--- src/verilog/lai_pkg.sv ---
package lai_pkg;
	localparam int LAI_ADDR_W = 4;
	localparam logic [LAI_ADDR_W-1:0] LAI_OFF_STATUS = 4'h0;
	localparam logic [LAI_ADDR_W-1:0] LAI_OFF_EDGE_SEL = 4'h4;
	localparam logic [LAI_ADDR_W-1:0] LAI_OFF_LIVE = 4'h8;
	localparam int LAI_NFLAG = 8;
	localparam int LAI_BIT_LINE_LOSS = 0;
	localparam int LAI_BIT_SIG_LOSS = 1;
	localparam int LAI_BIT_TX_LOSS = 2;
	localparam int LAI_BIT_TX_CLK = 3;
	localparam int LAI_BIT_TX_OUT = 4;
	localparam int LAI_BIT_RX_FIFO = 5;
	localparam int LAI_BIT_TX_FIFO = 6;
	localparam int LAI_BIT_CONV = 7;
	localparam logic [7:0] LAI_FLAG_RST = 8'h00;
	localparam logic [7:0] LAI_FLAG_MASK = 8'hFE;
	localparam logic [7:0] LAI_EDGE_SEL_RST = 8'h00;
	localparam logic [7:0] LAI_EDGE_SEL_MASK = 8'h1E;
	localparam logic [1:0] LAI_RESP_OKAY = 2'h0;
	localparam logic [1:0] LAI_RESP_SLVERR = 2'h2;
endpackage : lai_pkg

--- src/verilog/lai_irq_status.sv ---
// Chosen here: the placing of the registers and register access over AXI4-Lite.
module lai_irq_status
	import lai_pkg::*;
(
	input wire logic clk_i,
	input wire logic reset_i,
	input wire logic [LAI_ADDR_W-1:0] s_axi_awaddr,
	input wire logic s_axi_awvalid,
	output logic s_axi_awready,
	input wire logic [31:0] s_axi_wdata,
	input wire logic [3:0] s_axi_wstrb,
	input wire logic s_axi_wvalid,
	output logic s_axi_wready,
	output logic [1:0] s_axi_bresp,
	output logic s_axi_bvalid,
	input wire logic s_axi_bready,
	input wire logic [LAI_ADDR_W-1:0] s_axi_araddr,
	input wire logic s_axi_arvalid,
	output logic s_axi_arready,
	output logic [31:0] s_axi_rdata,
	output logic [1:0] s_axi_rresp,
	output logic s_axi_rvalid,
	input wire logic s_axi_rready,
	input wire logic converter_overflow_i,
	input wire logic tx_jitter_fifo_err_i,
	input wire logic rx_jitter_fifo_err_i,
	input wire logic tx_output_live_i,
	input wire logic tx_clock_missing_live_i,
	input wire logic tx_signal_loss_live_i,
	input wire logic signal_loss_live_i,
	output logic irq_n_o
);
	logic [7:0] flag_r;
	logic [7:0] flag_nxt;
	logic [7:0] edge_sel_r;
	logic [7:0] src_w;
	logic [7:0] any_edge_w;
	logic [7:0] level_w;
	logic [7:0] set_w;
	logic [7:0] clr_w;
	logic irq_n_r;

	logic aw_got_r;
	logic w_got_r;
	logic [LAI_ADDR_W-1:0] awaddr_r;
	logic [31:0] wdata_r;
	logic [3:0] wstrb_r;
	logic bvalid_r;
	logic [1:0] bresp_r;
	logic rvalid_r;
	logic [1:0] rresp_r;
	logic [31:0] rdata_r;

	function automatic logic addr_mapped(input logic [LAI_ADDR_W-1:0] a);
		addr_mapped = (a == LAI_OFF_STATUS) || (a == LAI_OFF_EDGE_SEL) || (a == LAI_OFF_LIVE);
	endfunction : addr_mapped

	// Bit 0 has no source here and always reads zero
	assign src_w = {converter_overflow_i, tx_jitter_fifo_err_i, rx_jitter_fifo_err_i,
		tx_output_live_i, tx_clock_missing_live_i, tx_signal_loss_live_i,
		signal_loss_live_i, 1'b0};
	// FIFO and converter faults count on their rising edge only
	assign any_edge_w = edge_sel_r & LAI_EDGE_SEL_MASK;

	genvar gi;
	generate
		for (gi = 0; gi < LAI_NFLAG; gi++) begin : g_src
			lai_edge_detect u_edge (
				.clk_i(clk_i),
				.reset_i(reset_i),
				.level_i(src_w[gi]),
				.any_edge_i(any_edge_w[gi]),
				.level_o(level_w[gi]),
				.event_o(set_w[gi])
			);
		end
	endgenerate

	// Write channel: address and data may arrive in either order
	logic wr_do_w;
	logic ar_fire_w;
	logic wr_stat_w;
	logic wr_esel_w;
	logic [31:0] rd_mux_w;

	assign s_axi_awready = !aw_got_r && !bvalid_r;
	assign s_axi_wready = !w_got_r && !bvalid_r;
	assign wr_do_w = aw_got_r && w_got_r && !bvalid_r;
	assign wr_stat_w = wr_do_w && (awaddr_r == LAI_OFF_STATUS) && wstrb_r[0];
	assign wr_esel_w = wr_do_w && (awaddr_r == LAI_OFF_EDGE_SEL) && wstrb_r[0];
	assign clr_w = wr_stat_w ? wdata_r[7:0] : 8'h00;
	// Set wins over a clear landing in the same cycle
	assign flag_nxt = ((flag_r & ~clr_w) | set_w) & LAI_FLAG_MASK;

	assign s_axi_bvalid = bvalid_r;
	assign s_axi_bresp = bresp_r;

	always_ff @(posedge clk_i) begin
		if (reset_i) begin
			aw_got_r <= 1'b0;
			w_got_r <= 1'b0;
			awaddr_r <= '0;
			wdata_r <= 32'h0000_0000;
			wstrb_r <= 4'h0;
			bvalid_r <= 1'b0;
			bresp_r <= LAI_RESP_OKAY;
		end else begin
			if (s_axi_awvalid && s_axi_awready) begin
				aw_got_r <= 1'b1;
				awaddr_r <= s_axi_awaddr;
			end
			if (s_axi_wvalid && s_axi_wready) begin
				w_got_r <= 1'b1;
				wdata_r <= s_axi_wdata;
				wstrb_r <= s_axi_wstrb;
			end
			if (wr_do_w) begin
				aw_got_r <= 1'b0;
				w_got_r <= 1'b0;
				bvalid_r <= 1'b1;
				bresp_r <= addr_mapped(awaddr_r) ? LAI_RESP_OKAY : LAI_RESP_SLVERR;
			end else if (bvalid_r && s_axi_bready) begin
				bvalid_r <= 1'b0;
			end
		end
	end

	// Read channel: one outstanding read, data registered
	assign s_axi_arready = !rvalid_r;
	assign ar_fire_w = s_axi_arvalid && s_axi_arready;
	assign rd_mux_w = (s_axi_araddr == LAI_OFF_STATUS) ? {24'h000000, flag_r} :
		(s_axi_araddr == LAI_OFF_EDGE_SEL) ? {24'h000000, edge_sel_r} :
		(s_axi_araddr == LAI_OFF_LIVE) ? {24'h000000, level_w} : 32'h0000_0000;
	assign s_axi_rvalid = rvalid_r;
	assign s_axi_rdata = rdata_r;
	assign s_axi_rresp = rresp_r;

	always_ff @(posedge clk_i) begin
		if (reset_i) begin
			rvalid_r <= 1'b0;
			rdata_r <= 32'h0000_0000;
			rresp_r <= LAI_RESP_OKAY;
		end else if (ar_fire_w) begin
			rvalid_r <= 1'b1;
			rdata_r <= rd_mux_w;
			rresp_r <= addr_mapped(s_axi_araddr) ? LAI_RESP_OKAY : LAI_RESP_SLVERR;
		end else if (rvalid_r && s_axi_rready) begin
			rvalid_r <= 1'b0;
		end
	end

	always_ff @(posedge clk_i) begin
		if (reset_i) begin
			flag_r <= LAI_FLAG_RST;
			edge_sel_r <= LAI_EDGE_SEL_RST;
			irq_n_r <= 1'b1;
		end else begin
			flag_r <= flag_nxt;
			if (wr_esel_w) begin
				edge_sel_r <= wdata_r[7:0] & LAI_EDGE_SEL_MASK;
			end
			irq_n_r <= ~|flag_nxt;
		end
	end

	assign irq_n_o = irq_n_r;

	property p_reset_clear;
		@(posedge clk_i) reset_i |=> (flag_r == 8'h00) && irq_n_o;
	endproperty
	a_reset_clear: assert property (p_reset_clear) else $error("flags not zero after reset");

	property p_w1c;
		@(posedge clk_i) disable iff (reset_i)
		(wr_stat_w && (set_w == 8'h00)) |=> ((flag_r & $past(wdata_r[7:0])) == 8'h00);
	endproperty
	a_w1c: assert property (p_w1c) else $error("write one did not clear flag");

	property p_rise_only;
		@(posedge clk_i) disable iff (reset_i)
		(set_w[LAI_BIT_SIG_LOSS] && !edge_sel_r[LAI_BIT_SIG_LOSS]) |=> level_w[LAI_BIT_SIG_LOSS];
	endproperty
	a_rise_only: assert property (p_rise_only) else $error("falling edge set signal loss flag");

	property p_any_edge_sl;
		@(posedge clk_i) disable iff (reset_i)
		($changed(level_w[LAI_BIT_SIG_LOSS]) && $past(edge_sel_r[LAI_BIT_SIG_LOSS]))
			|-> flag_r[LAI_BIT_SIG_LOSS];
	endproperty
	a_any_edge_sl: assert property (p_any_edge_sl) else $error("signal loss change missed");

	property p_tx_loss;
		@(posedge clk_i) disable iff (reset_i)
		($rose(level_w[LAI_BIT_TX_LOSS]) ||
			($fell(level_w[LAI_BIT_TX_LOSS]) && $past(edge_sel_r[LAI_BIT_TX_LOSS])))
			|-> flag_r[LAI_BIT_TX_LOSS];
	endproperty
	a_tx_loss: assert property (p_tx_loss) else $error("tx loss change missed");

	property p_tx_clk;
		@(posedge clk_i) disable iff (reset_i)
		($fell(level_w[LAI_BIT_TX_CLK]) && !$past(edge_sel_r[LAI_BIT_TX_CLK])
			&& !$past(flag_r[LAI_BIT_TX_CLK])) |-> !flag_r[LAI_BIT_TX_CLK];
	endproperty
	a_tx_clk: assert property (p_tx_clk) else $error("tx clock flag set on fall");

	property p_tx_out;
		@(posedge clk_i) disable iff (reset_i)
		($changed(level_w[LAI_BIT_TX_OUT]) && ($past(edge_sel_r[LAI_BIT_TX_OUT])
			|| level_w[LAI_BIT_TX_OUT])) |-> flag_r[LAI_BIT_TX_OUT];
	endproperty
	a_tx_out: assert property (p_tx_out) else $error("tx output change missed");

	property p_set_wins;
		@(posedge clk_i) disable iff (reset_i)
		(set_w[LAI_BIT_TX_FIFO] || set_w[LAI_BIT_RX_FIFO]) |=>
			((flag_r & $past(set_w)) == ($past(set_w) & LAI_FLAG_MASK)) && !irq_n_o;
	endproperty
	a_set_wins: assert property (p_set_wins) else $error("set event lost");

	property p_conv_hold;
		@(posedge clk_i) disable iff (reset_i)
		(flag_r[LAI_BIT_CONV] && !(wr_stat_w && wdata_r[LAI_BIT_CONV]))
			|=> flag_r[LAI_BIT_CONV] && !irq_n_o;
	endproperty
	a_conv_hold: assert property (p_conv_hold) else $error("converter flag dropped");

	property p_irq_pin;
		@(posedge clk_i) disable iff (reset_i)
		##1 (irq_n_o == (flag_r == 8'h00));
	endproperty
	a_irq_pin: assert property (p_irq_pin) else $error("interrupt pin disagrees with flags");

	// Guarded by the past reset so the flags wiped by a reset do not count as lost
	property p_keep_flag;
		@(posedge clk_i) disable iff (reset_i)
		!$past(reset_i) |-> (($past(flag_r) & ~flag_r & ~$past(clr_w)) == 8'h00);
	endproperty
	a_keep_flag: assert property (p_keep_flag) else $error("flag lost");

	property p_sl_rise;
		@(posedge clk_i) disable iff (reset_i)
		$rose(level_w[LAI_BIT_SIG_LOSS]) |-> flag_r[LAI_BIT_SIG_LOSS];
	endproperty
	a_sl_rise: assert property (p_sl_rise) else $error("signal loss rise missed");

	property p_sl_fall;
		@(posedge clk_i) disable iff (reset_i)
		($fell(level_w[LAI_BIT_SIG_LOSS]) && !$past(edge_sel_r[LAI_BIT_SIG_LOSS])
			&& !$past(flag_r[LAI_BIT_SIG_LOSS])) |-> !flag_r[LAI_BIT_SIG_LOSS];
	endproperty
	a_sl_fall: assert property (p_sl_fall) else $error("signal loss set on fall");

	property p_tl_fall;
		@(posedge clk_i) disable iff (reset_i)
		($fell(level_w[LAI_BIT_TX_LOSS]) && !$past(edge_sel_r[LAI_BIT_TX_LOSS])
			&& !$past(flag_r[LAI_BIT_TX_LOSS])) |-> !flag_r[LAI_BIT_TX_LOSS];
	endproperty
	a_tl_fall: assert property (p_tl_fall) else $error("tx loss set on fall");

	property p_tc_set;
		@(posedge clk_i) disable iff (reset_i)
		($rose(level_w[LAI_BIT_TX_CLK]) ||
			($fell(level_w[LAI_BIT_TX_CLK]) && $past(edge_sel_r[LAI_BIT_TX_CLK])))
			|-> flag_r[LAI_BIT_TX_CLK];
	endproperty
	a_tc_set: assert property (p_tc_set) else $error("tx clock change missed");

	property p_fault_rise;
		@(posedge clk_i) disable iff (reset_i)
		!$past(reset_i) |->
			((~$past(level_w) & level_w & ~flag_r & LAI_FLAG_MASK & ~LAI_EDGE_SEL_MASK) == 8'h00);
	endproperty
	a_fault_rise: assert property (p_fault_rise) else $error("fault rise missed");

	property p_fault_fall;
		@(posedge clk_i) disable iff (reset_i)
		!$past(reset_i) |-> (($past(level_w) & ~level_w & ~$past(flag_r) & flag_r
			& LAI_FLAG_MASK & ~LAI_EDGE_SEL_MASK) == 8'h00);
	endproperty
	a_fault_fall: assert property (p_fault_fall) else $error("fault set on fall");

	property p_b_hold;
		@(posedge clk_i) disable iff (reset_i)
		(s_axi_bvalid && !s_axi_bready) |=> s_axi_bvalid && $stable(s_axi_bresp);
	endproperty
	a_b_hold: assert property (p_b_hold) else $error("write response dropped");

	property p_r_hold;
		@(posedge clk_i) disable iff (reset_i)
		(s_axi_rvalid && !s_axi_rready) |=> s_axi_rvalid && $stable(s_axi_rdata)
			&& $stable(s_axi_rresp);
	endproperty
	a_r_hold: assert property (p_r_hold) else $error("read data dropped");

	property p_bad_addr;
		@(posedge clk_i) disable iff (reset_i)
		(wr_do_w && !addr_mapped(awaddr_r)) |=> (s_axi_bresp == LAI_RESP_SLVERR);
	endproperty
	a_bad_addr: assert property (p_bad_addr) else $error("unmapped write not refused");
endmodule : lai_irq_status

--- src/verilog/lai_edge_detect.sv ---
module lai_edge_detect
	import lai_pkg::*;
(
	input wire logic clk_i,
	input wire logic reset_i,
	input wire logic level_i,
	input wire logic any_edge_i,
	output logic level_o,
	output logic event_o
);
	logic sync1_r;
	logic sync2_r;
	logic sync3_r;
	logic level_r;
	logic agree_w;
	logic level_nxt;

	// A change counts only once the second and third stages agree
	assign agree_w = (sync2_r == sync3_r);
	assign level_nxt = agree_w ? sync3_r : level_r;
	assign level_o = level_r;
	assign event_o = (level_nxt != level_r) && (any_edge_i || level_nxt);

	always_ff @(posedge clk_i) begin
		if (reset_i) begin
			sync1_r <= 1'b0;
			sync2_r <= 1'b0;
			sync3_r <= 1'b0;
			level_r <= 1'b0;
		end else begin
			sync1_r <= level_i;
			sync2_r <= sync1_r;
			sync3_r <= sync2_r;
			level_r <= level_nxt;
		end
	end
endmodule : lai_edge_detect

--- config.mk ---
export PLATFORM = sky130hd
export DESIGN_NAME = lai_irq_status
export DESIGN_NICKNAME = d
export VERILOG_FILES = /design/src/verilog/lai_pkg.sv /design/src/verilog/lai_irq_status.sv /design/src/verilog/lai_edge_detect.sv
export SDC_FILE = /design/constraint.sdc
export NUM_CORES = 1
export LEC_CHECK = 0
export BUFFER_PORTS_ARGS = -buffer_cell sky130_fd_sc_hd__buf_2
export CAP_MARGIN = 20
export CORE_UTILIZATION = 52
export DETAILED_ROUTE_END_ITERATION = 10
export PLACE_DENSITY = 0.87
export SYNTH_ARGS = -nofsm -noshare
export SYNTH_HDL_FRONTEND = slang
export SYNTH_SLANG_ARGS = --single-unit
--- constraint.sdc ---
create_clock -name clk_i -period 2.7 [get_ports clk_i]
set_clock_uncertainty 0.1 [all_clocks]
set_input_delay 0.135 -clock clk_i [delete_from_list [all_inputs] [get_ports clk_i]]
set_output_delay 0.135 -clock clk_i [all_outputs]
set_load 0.02 [all_outputs]
Yosys cells after proc, flatten, opt, wreduce, memory -nomap -nowiden
Cells that the tools add are included.
{"block": "totals", "word_cells": 119, "memories": 0, "latch_bits": 0, "ram_bits": 0, "inputBits": 58, "out_inout_bits": 42, "rom_bits": 0, "reg_bits": 94}
{"block": "op_classes", "n_eq_ne": 18, "n_lt_le_gt_ge": 0, "shift": 0, "n_bitwise": 3, "n_reduce_logical": 39, "multipliers": 0, "addsub": 0, "div_mod_pow": 0, "n_mux": 17}
{"cell": "2-to-1 mux 8 bit", "count": 4}
{"cell": "logical AND 1 bit", "count": 20}
{"cell": "2-to-1 mux 1 bit", "count": 11}
{"cell": "bitwise AND 8 bit", "count": 1}
{"cell": "== test 4 x 3 -> 1 bit, second input constant", "count": 2}
{"cell": "== test 4 bit, second input constant", "count": 2}
{"cell": "zero test 4 bit", "count": 2}
{"cell": "logical OR 1 bit", "count": 8}
{"cell": "inverter 8 bit", "count": 1}
{"cell": "bitwise OR 8 bit", "count": 1}
{"cell": "== test 1 bit", "count": 7}
{"cell": "inequality test 1 bit", "count": 7}
{"cell": "OR reduction 7 bit", "count": 1}
{"cell": "zero test 1 bit", "count": 5}
{"cell": "2-to-1 mux 2 bit", "count": 2}
{"cell": "nonzero test 2 bit", "count": 2}
{"cell": "OR reduction 2 bit", "count": 1}

Logic depth before layout (Yosys ltp)
Gate-level depths: netlist (run 1).
{"block": "logic_depth", "word_depth": 10, "mapped_depth": 5, "mapped_depth_nobuf": 4}

Cells and area by module
A second synthesis (run 1) with hierarchy kept.
{"block": "unflattened", "hier_cells": 322, "hier_area_um2": 2871.5}
{"module": "lai_irq_status", "instances": 1, "cells_each": 218, "area_per_inst_um2": 1820.5, "seq_area_each_um2": 760.7}
{"module": "lai_edge_detect", "instances": 8, "cells_each": 13, "area_per_inst_um2": 131.4, "seq_area_each_um2": 80.1}

Least setup slack after synthesis (run 1)
OpenSTA, ideal clock, no wires.
{"block": "synth_timing", "kind": "register to register", "startpoint": "register bvalid_r (netlist: s_axi_bvalid)", "endpoint": "register awaddr_r[2]", "required_ns": 2.472, "slack_ns": 1.069, "setup_ns": 0.128, "path_buffers": 1, "synth_period_minus_slack_ns": 1.631, "path_stages_with_launch": 6, "arrival_ns": 1.404, "cell_sequence": "dfxtp_1 nor2_1 and2_1 clkbuf_1 mux2i_1 nor2_1"}
{"block": "synth_between", "elab_chain_len": 3}
{"item": "start: declaration", "line": "lai_irq_status.sv:48", "source": "logic bvalid_r;"}
{"item": "start signal: assignment", "line": "lai_irq_status.sv:105", "source": "bvalid_r <= 1'b0;"}
{"item": "start signal: assignment", "line": "lai_irq_status.sv:120", "source": "bvalid_r <= 1'b1;"}
{"item": "start signal: assignment", "line": "lai_irq_status.sv:123", "source": "bvalid_r <= 1'b0;"}
{"item": "zero test 1 bit", "line": "lai_irq_status.sv:86", "source": "assign s_axi_awready = !aw_got_r && !bvalid_r;"}
{"item": "logical AND 1 bit", "line": "lai_irq_status.sv:86"}
{"item": "net s_axi_awready", "line": "lai_irq_status.sv:9", "source": "output logic s_axi_awready,"}
{"item": "logical AND 1 bit", "line": "lai_irq_status.sv:108", "source": "if (s_axi_awvalid && s_axi_awready) begin"}
{"item": "end signal: assignment", "line": "lai_irq_status.sv:110", "source": "awaddr_r <= s_axi_awaddr;"}
{"item": "end: declaration", "line": "lai_irq_status.sv:45", "source": "logic [LAI_ADDR_W-1:0] awaddr_r;"}
The timed path passes the listed nets, and every way through them passes these cells.
A chain may end at the register's enable or synchronous reset.

Worst setup path in the final report (run 1)
{"block": "layout_timing", "startpoint": "register bvalid_r (netlist: s_axi_bvalid)", "endpoint": "register irq_n_r (netlist: irq_n_o)"}
{"block": "layout_between", "elab_chain_len": 10}
{"item": "zero test 1 bit", "line": "lai_irq_status.sv:88", "source": "assign wr_do_w = aw_got_r && w_got_r && !bvalid_r;"}
{"item": "logical AND 1 bit", "line": "lai_irq_status.sv:88"}
{"item": "logical AND 1 bit (2 in series)", "line": "lai_irq_status.sv:89", "source": "assign wr_stat_w = wr_do_w && (awaddr_r == LAI_OFF_STATUS) && wstrb_r[0];"}
{"item": "2-to-1 mux 8 bit", "line": "lai_irq_status.sv:91", "source": "assign clr_w = wr_stat_w ? wdata_r[7:0] : 8'h00;"}
{"item": "inverter 8 bit", "line": "lai_irq_status.sv:93", "source": "assign flag_nxt = ((flag_r & ~clr_w) | set_w) & LAI_FLAG_MASK;"}
{"item": "bitwise AND 8 bit", "line": "lai_irq_status.sv:93"}
{"item": "bitwise OR 8 bit", "line": "lai_irq_status.sv:93"}
{"item": "OR reduction 7 bit", "line": "lai_irq_status.sv:162", "source": "irq_n_r <= ~|flag_nxt;"}
{"item": "zero test 1 bit", "line": "lai_irq_status.sv:162"}
{"item": "end signal: assignment", "line": "lai_irq_status.sv:162"}
{"item": "end: declaration", "line": "lai_irq_status.sv:41", "source": "logic irq_n_r;"}
No other way between the ends.

==> qor.csv, run 1 <==
metric,value,unit
GPL Wtd Cong,0.8129,
Synth cell types,31,
hold buffers post-CTS,21,
post-CTS sizing,0,
Reg2Reg Depth,4,
Mapped Cells,287,
die width,73.09,um
period utilization,60.20,%
Tmin final,1.625,ns
grt total ovfl,0,
routed vias,2050,
Non-Filler Instances,422,
Placement Setup Slack,1.095,ns
max-cap viol count,0,
Placed Cells,385,
hold path startpoint,s_axi_arvalid,
layout cell share with drive strength beyond 1,17.46,%
CP Capture Type,register,
Area Overhead vs Synth,21.86,%
RR Endpoint,irq_n_o$_SDFF_PP1_,
Hold Path Stages,3,
largest net degree at the start of global routing,66,
Post-Route WL,5.003,mm
VDD IR max,0.4636,mV
FP Rows,25,
Commonest cells post-synth,"dfxtp_1, a21oi_1, nor2_1",
crit path max fanout,8,
first-pass GRT wire length,8.031,mm
Clock Root Buffer,clkbuf_8,
setup TNS,0,ns
Highest Clock Rate,615.2,MHz
Util after Layout,66.90,%
CTS buffer count,9,
Synth Area per Inst,9.155,sq um
Worst Hold End,s_axi_rresp[1]$_SDFFE_PP0P_,
area taken by multi-input logic gates,1134,sq um
I/O Buffers,44,
Clock Pin Slew Worst Setup and Hold Paths,0.06,ns
initial antenna violation count,0,
most instantiated library cell after synthesis,dfxtp_1,
clock sink count,65,
Fillers,383,
Slew headroom,58.33,%
Post-CTS Setup Repair Bufs,0,
cell accounting for the most synthesized area,dfxtp_1,
Least-Margin Pin Slew,0.6251,ns
Vert. Die Dim,73.09,um
"EDFF count, synth",0,
ranking of synthesized cells by area,"dfxtp_1, buf_4, a21oi_1",
Leak,1.396,nW
RSZ-0062 raised after global routing,no,
DRC Markers,0,
Synth Register Bits,65,
Starting Density,54.90,%
outcome,finished clean,
die area,5341,sq um
Post-synth ARST share,0,%
yosys warns,0,
initial DRC count,74,
critical setup path kind,register to register,
Power Density,668.8,nW/um^2
Sequential Area,1301,sq um
Vias/cell,4.858,
TritonCTS clock tree,done,
number of global-route vias before repair,1891,
"Slew Viols, Final",0,
Nets,408,
Synth top area share,49.52,%
CTS H-Tree Depth,3,
Max Root-Sink Buffers,2,
flop-to-flop setup slack,1.07,ns
number of diodes,0,
reg2reg start,s_axi_bvalid$_SDFFE_PP0P_,
Routed WL per cell,11.86,um
"Seq/Total Area, Yosys",49.52,%
WP data required,2.88,ns
first-pass iteration count of the detailed router,4,
Hold WC Path Type,primary input to register,
setup ws final,1.075,ns
ANT nets after route,0,
Final setup viols,0,
CP Launch Type,register,
Worst EP arrival,1.81,ns
Core Box Area,4786,sq um
worst skew pair latency,0.34,ns
I/O Pins,100,
HPWL Detailed,3.317,mm
main flop type after synthesis,dfxtp_1,
final hold violation count,0,
mapped cell area,2628,sq um
Total GRT Usage,20.73,%
## area by class of cell
cell class	instances	share of cell area (%)
tap	67	2.618
sequential	65	40.64
inverter	10	1.172
multi-input combinational	198	35.40
clock inverter	2	1.094
timing repair buffer	66	13.68
clock buffer	14	5.393
## power by group
part,internal [W],leakage [nW],total (W),switching [W]
combinational,0.000111,0.758,0.000261,0.000151
clock,0.000501,0.107,0.000842,0.000341
sequential,0.00101,0.532,0.00104,0.0000326
## registers in the layout, indices dropped and copies added (netlist names), 4 cells and up
signal                count
g_src.u_edge.level_o      7
awaddr_r                  4
g_src.u_edge.sync2_r      7
g_src.u_edge.sync1_r      7
wdata_r                   7
s_axi_rdata               7
flag_r                    7
edge_sel_r                4
g_src.u_edge.sync3_r      7
## metal layers
layer / track usage (%) / up-vias / share of wire [%]
li1: - / 1048 / -
met1: 22.24 / 932 / 44
met2: 35.08 / 63 / 48
met3: 8.287 / 7 / 6.0
met4: 10.68 / 0 / 1.9
met5: 0 / - / 0
## worst max path at each step
stage                                   start                    endpoint
floorplan           s_axi_bvalid$_SDFFE_PP0P_    awaddr_r[2]$_SDFFE_PP0P_
global placement    s_axi_bvalid$_SDFFE_PP0P_          irq_n_o$_SDFF_PP1_
detailed placement  s_axi_bvalid$_SDFFE_PP0P_          irq_n_o$_SDFF_PP1_
CTS                 s_axi_bvalid$_SDFFE_PP0P_          irq_n_o$_SDFF_PP1_
global route         awaddr_r[3]$_SDFFE_PP0P_  edge_sel_r[4]$_SDFFE_PP0P_
finish              s_axi_bvalid$_SDFFE_PP0P_          irq_n_o$_SDFF_PP1_
## cells by family after synthesis
kind of cell,synth area share [%]
AND/OR/NAND/NOR,19.00
flip-flops,49.52
AO/OA/AOI/OAI,14.57
buffers and inverters,11.05
multiplexers,5.714
other,0.1427
## worst max-delay path: stages (launching register included)
cell       delay, ns
dfxtp_1         0.36
and3b_1         0.37
nand3b_4        0.18
a2111oi_4       0.32
a41o_1          0.24
## placed cells by master, fill, tap and decap left out, types with 3 or more instances in the layout
master	count
a211oi_1	4
a21oi_1	31
a22oi_1	4
and2_1	3
buf_2	44
clkbuf_8	12
conb_1	27
dfxtp_1	65
dlygate4sd3_1	21
inv_1	10
mux2i_1	15
nand2_1	26
nand2b_1	3
nor2_1	28
nor2b_1	22
nor4_1	4
o21ai_0	8
o22ai_1	5
o2bb2ai_1	4
## per-stage QoR
| step | cell area (sq um) | hold slack, ns | power [W] |
|---|---|---|---|
| 2_1_floorplan | 2725 | 0.1632 | 0.001265 |
| 3_3_place_gp | 2784 | 0.2416 | 0.001288 |
| 3_5_place_dp | 2784 | 0.2486 | 0.001296 |
| 4_1_cts | 3202 | 0.01681 | 0.002165 |
| 5_1_grt | 3202 | 0.05974 | 0.002230 |
| 6_report | 3202 | 0.02520 | 0.002141 |
Power figures use the tool's default switching activity.
==> inputs of run 2 (changes only) <==
CORE_UTILIZATION = 44   (was 52)
PLACE_DENSITY = 0.79   (was 0.87)
clock period = 1.49 ns   (was 2.7 ns; I/O delays follow)
==> run 2 against run 1 <==
Net effect:
- the run now ends with setup timing left
- global-route usage down 2.3 points
- register-to-register slack worse by 1.1 ns
- power is 81% higher
- die area increased by 18%
- worst setup slack got worse by 1.1 ns
- critical endpoint unchanged
==> qor.csv, run 2 (synthesis gave the netlist of run 1 again) <==
metric,value,unit,change
outcome,"complete, but fails checks",,
failing checks,setup timing,,
HPWL Detailed,3.652,mm,+10%
first-pass iteration count of the detailed router,4,,unchanged
Vias/cell,4.769,,-1.8%
Starting Density,46.57,%,-8.3 points
Worst Setup SP,flag_r[3]$_SDFF_PP0_,,
Fillers,496,,+30%
number of diodes,0,,unchanged
Nets,419,,+2.7%
reg2reg start,flag_r[3]$_SDFF_PP0_,,
largest net degree at the start of global routing,26,,-61%
VDD IR max,0.8987,mV,+94%
I/O Pins,100,,unchanged
CTS H-Tree Depth,3,,unchanged
CP max stage cell,a2111oi_4,,
grt total ovfl,0,,unchanged
max-cap viol count,0,,unchanged
I/O Buffers,44,,unchanged
ANT nets after route,0,,unchanged
Routed WL per cell,12.20,um,+2.9%
Final setup viols,1,,+1
WP data required,1.67,ns,-1.21 ns
Vert. Die Dim,79.28,um,+8.5%
Reg2Reg Depth,4,,unchanged
Max Root-Sink Buffers,2,,unchanged
Area Overhead vs Synth,26.67,%,
Util after Layout,58.99,%,-7.9 points
area taken by multi-input logic gates,1147,sq um,+1.2%
routed vias,2089,,+1.9%
Tmin final,1.539,ns,-0.08643 ns
die width,79.28,um,+8.5%
GPL Wtd Cong,0.8006,,-1.5%
setup ws final,-0.04895,ns,-1.124 ns
Power Density,1163,nW/um^2,+74%
Least-Margin Pin Slew,0.5194,ns,-0.1057 ns
initial DRC count,99,,+34%
Clock Root Buffer,clkbuf_8,,
Core Box Area,5642,sq um,+18%
"commonest non-fill, non-tap cell in the layout",dfxtp_1,,
CP Launch Type,register,,
Worst EP arrival,1.72,ns,-0.09 ns
crit path max fanout,2,,-6
worst-path cell chain,"nor4_2, nand3_1, a2111oi_4, a41o_1",,
Fin Hold WS,0.08519,ns,+0.06000 ns
die area,6285,sq um,+18%
initial antenna violation count,0,,unchanged
RR Endpoint,irq_n_o$_SDFF_PP1_,,
Post-CTS Setup Repair Bufs,0,,unchanged
most frequent cells in the layout,"dfxtp_1, buf_2, a21oi_1",,
Total GRT Usage,18.43,%,-2.3 points
first-pass GRT wire length,8.597,mm,+7.0%
Slew headroom,65.37,%,+7.0 points
flop-to-flop setup slack,-0.05,ns,-1.12 ns
FP Rows,27,,+8.0%
layout cell share with drive strength beyond 1,21.86,%,+4.4 points
critical path's largest stage delay,0.37,ns,about the same
Hold WC Path Type,primary input to register,,
Setup crit end,irq_n_o$_SDFF_PP1_,,
"Slew Viols, Final",0,,unchanged
Final Power,0.003872,W,+81%
DRC Markers,0,,unchanged
TritonCTS clock tree,done,,
Post-Route WL,5.344,mm,+6.8%
number of global-route vias before repair,1879,,-0.63%
period utilization,103.3,%,+43 points
RSZ-0062 raised after global routing,yes,,
Leak,1.454,nW,+4.1%
critical setup path kind,register to register,,
CP Capture Type,register,,
clock sink count,65,,unchanged
Clock Pin Slew Worst Setup and Hold Paths,0.07,ns,about the same
Sequential Area,1305,sq um,+0.29%
worst skew pair latency,0.34,ns,about the same
Highest Clock Rate,649.8,MHz,+5.6%
CTS buffer count,9,,unchanged
final hold violation count,0,,unchanged
==> run 2: worst min-delay path by stage <==
stage / from / endpoint / slack [ns] / cells after the start
after detailed placement: tx_signal_loss_live_i / g_src[2].u_edge.sync1_r$_SDFF_PP0_ / 0.19 / 2
after CTS: reset_i / flag_r[4]$_SDFF_PP0_ / 0.08 / 2
after global routing: reset_i / flag_r[4]$_SDFF_PP0_ / 0.09 / 2
after floorplan: signal_loss_live_i / g_src[1].u_edge.sync1_r$_SDFF_PP0_ / 0.10 / 1
final: s_axi_awvalid / aw_got_r$_SDFFE_PP0P_ / 0.09 / 4
after global placement: tx_clock_missing_live_i / g_src[3].u_edge.sync1_r$_SDFF_PP0_ / 0.18 / 2
==> run 2: worst max-delay path: cells and delay by family (launching register included) <==
kind | cells | cell delay, ns
DFF | 1 | 0.32
and+or+nand+nor | 2 | 0.49
AOI/OAI and AO/OA | 2 | 0.58
==> run 2: area by class of cell <==
type                            instances  share of cell area [%]
Timing Repair Buffer                   77                   16.58
Inverter                               10                   1.128
Tap cell                               72                   2.707
Clock buffer                           11                   4.248
Multi-Input combinational cell        198                   34.47
Clock inverter                          5                   1.654
Sequential cell                        65                   39.21
==> run 2: per-stage QoR <==
stage                     setup WS, ns  std cells  setup TNS, ns  area, sq um
final                         -0.04895        438       -0.04895         3328
after floorplan                0.01873        313              0         2729
after CTS                     -0.03807        438       -0.03807         3319
after global placement         0.01902        400              0         2894
after global routing           -0.1098        438        -0.2249         3328
after detailed placement      -0.07144        400       -0.07144         2894
==> run 2: per-layer routing <==
layer | track usage [%] | vias to the layer above | routed length, um | share of wire, %
met4 | 8.545 | 0 | 83 | 1.6
met2 | 29.14 | 73 | 2556 | 48
met3 | 7.586 | 10 | 271 | 5.1
li1 | - | 1065 | - | -
met1 | 21.63 | 941 | 2433 | 46
met5 | 0 | - | 0 | 0
==> run 2: where the power goes <==
part	internal (W)	total [W]	switching, W	leakage [nW]
logic	0.000233	0.000524	0.000291	0.826
clock network	0.000812	0.00147	0.000654	0.0953
registers	0.00182	0.00188	0.0000588	0.533
total	0.00287	0.00387	0.00100	1.45
==> run 2: timing repair <==
item                       in CTS  in global routing
pin swaps                       3                  0
hold buffers                   22                  0
gates cloned                    0                  0
hold endpoints to repair       22                  0
resized for setup               3                  3
setup endpoints to repair       1                  8
==> inputs of run 3 (changes only) <==
REMOVE_ABC_BUFFERS = 1   (was not set)
TNS_END_PERCENT = 1   (was not set)
==> run 3 against run 2 <==
Net effect:
- the flow still finishes with violations (setup timing)
- worst hold slack worse by 0.0062 ns
- sequential power hardly changed
- via count hardly changed
- die area stayed put
- critical path type unchanged
- largest power group unchanged
==> qor.csv, run 3 (synthesis gave the netlist of run 1 again) <==
metric,value,unit,change
TritonCTS clock tree,done,,
Placed Cells,402,,+0.50%
Vias/cell,4.750,,-0.41%
initial antenna violation count,0,,unchanged
I/O Pins,100,,unchanged
Non-Filler Instances,440,,+0.46%
Final setup viols,3,,+2
Clock Root Buffer,clkbuf_8,,
CTS buffer count,9,,unchanged
first-pass iteration count of the detailed router,4,,unchanged
Starting Density,46.57,%,unchanged
layout cell share with drive strength beyond 1,21.47,%,-0.39 points
most frequent cells in the layout,"dfxtp_1, buf_2, a21oi_1",,
Total GRT Usage,17.61,%,-0.82 points
grt total ovfl,0,,unchanged
Clock Pin Slew Worst Setup and Hold Paths,0.07,ns,about the same
clock sink count,65,,unchanged
WP data required,1.66,ns,about the same
max-cap viol count,0,,unchanged
Max Root-Sink Buffers,2,,unchanged
"commonest non-fill, non-tap cell in the layout",dfxtp_1,,
outcome,"complete, but fails checks",,
Leak,1.469,nW,+1.0%
setup TNS,-0.04049,ns,+0.008458 ns
period utilization,102.2,%,-1.0 points
number of global-route vias before repair,1930,,+2.7%
CTS H-Tree Depth,3,,unchanged
CP Capture Type,register,,
worst skew pair latency,0.33,ns,about the same
Nets,422,,+0.72%
VDD IR max,0.6054,mV,-33%
ANT nets after route,0,,unchanged
number of diodes,0,,unchanged
first-pass GRT wire length,8.342,mm,-3.0%
RSZ-0062 raised after global routing,yes,,
FP Rows,27,,unchanged
Most Crowded Layer GR,met2,,
routed vias,2090,,+0.048%
Hold WC Path Type,primary input to register,,
Highest Clock Rate,656.4,MHz,+1.0%
GPL Wtd Cong,0.7912,,-1.2%
die area,6285,sq um,unchanged
failing checks,setup timing,,
DRC Markers,0,,unchanged
final hold violation count,0,,unchanged
Final Power,0.003985,W,+2.9%
HPWL Detailed,3.471,mm,-4.9%
"Slew Viols, Final",0,,unchanged
Area Overhead vs Synth,26.90,%,
CP Launch Type,register,,
met1 Use GR,19.44,%,-2.2 points
Worst EP arrival,1.70,ns,-0.02 ns
I/O Buffers,44,,unchanged
critical setup path kind,register to register,,
met3 Use GR,5.862,%,-1.7 points
Post-Route WL,5.167,mm,-3.3%
Power Density,1195,nW/um^2,+2.7%
setup ws final,-0.03350,ns,+0.01544 ns
Routed WL per cell,11.74,um,-3.8%
Vert. Die Dim,79.28,um,unchanged
crit path max fanout,4,,+2
Tmin final,1.524,ns,-0.01544 ns
Fillers,475,,-4.2%
GRT met2 Usage,30.09,%,+0.95 points
largest net degree at the start of global routing,29,,+12%
Util after Layout,59.10,%,+0.11 points
Core Box Area,5642,sq um,unchanged
initial DRC count,111,,+12%
die width,79.28,um,unchanged
run 3: report_power, final:
part	total (W)	switching (W)	internal [W]
Sequential	0.00188	0.0000542	0.00182
Combinational	0.000512	0.000284	0.000227
Clock	0.00160	0.000620	0.000977
Total	0.00399	0.000958	0.00303
run 3: through the flow:
step           setup WS (ns)  hold WS [ns]  cell area (sq um)
2_1_floorplan       -0.02409       0.04357               2472
3_3_place_gp        -0.02339        0.1853               2880
3_5_place_dp        -0.01007        0.1875               2880
4_1_cts             -0.03689       0.07272               3328
5_1_grt              -0.1307       0.08703               3334
6_report            -0.03350       0.07903               3334
run 3: final timing paths:
check                                      from                                  to  slack (ns)  cells past startpoint
max reg2reg            awaddr_r[0]$_SDFFE_PP0P_                  irq_n_o$_SDFF_PP1_       -0.03                      4
min reg2reg  g_src[2].u_edge.sync1_r$_SDFF_PP0_  g_src[2].u_edge.sync2_r$_SDFF_PP0_        0.33                      1
max                    awaddr_r[0]$_SDFFE_PP0P_                  irq_n_o$_SDFF_PP1_       -0.03                      4
min                               s_axi_awvalid               aw_got_r$_SDFFE_PP0P_        0.08                      4
run 3: layer usage:
layer / vias to the layer above / part of all wire [%]
li1: 1071 / -
met2: 60 / 49
met1: 946 / 45
met3: 13 / 4.4
met4: 0 / 2.1
met5: - / 0
run 3: area by class of cell:
cell class / instances / area [sq um] / share of cell area [%]
timing repair buffer: 80 / 549.3 / 16.47
inverter: 10 / 37.54 / 1.126
multi-input combinational: 198 / 1145 / 34.33
clock buffer: 12 / 145.1 / 4.353
tap: 72 / 90.09 / 2.702
clock inverter: 3 / 65.06 / 1.951
sequential: 65 / 1303 / 39.06
run 3: critical path: stages, from the launching register on:
cell       delay [ns]
dfxtp_2          0.33
nor4b_4          0.35
nand3b_4         0.16
a2111oi_4        0.31
a41o_1           0.20
run 3: what timing repair did:
item	in CTS	in global routing
buffers inserted	1	0
pin swaps	1	0
hold endpoints to repair	22	0
endpoints found under the setup margin	1	12
hold buffers	22	0
resized for setup	3	3
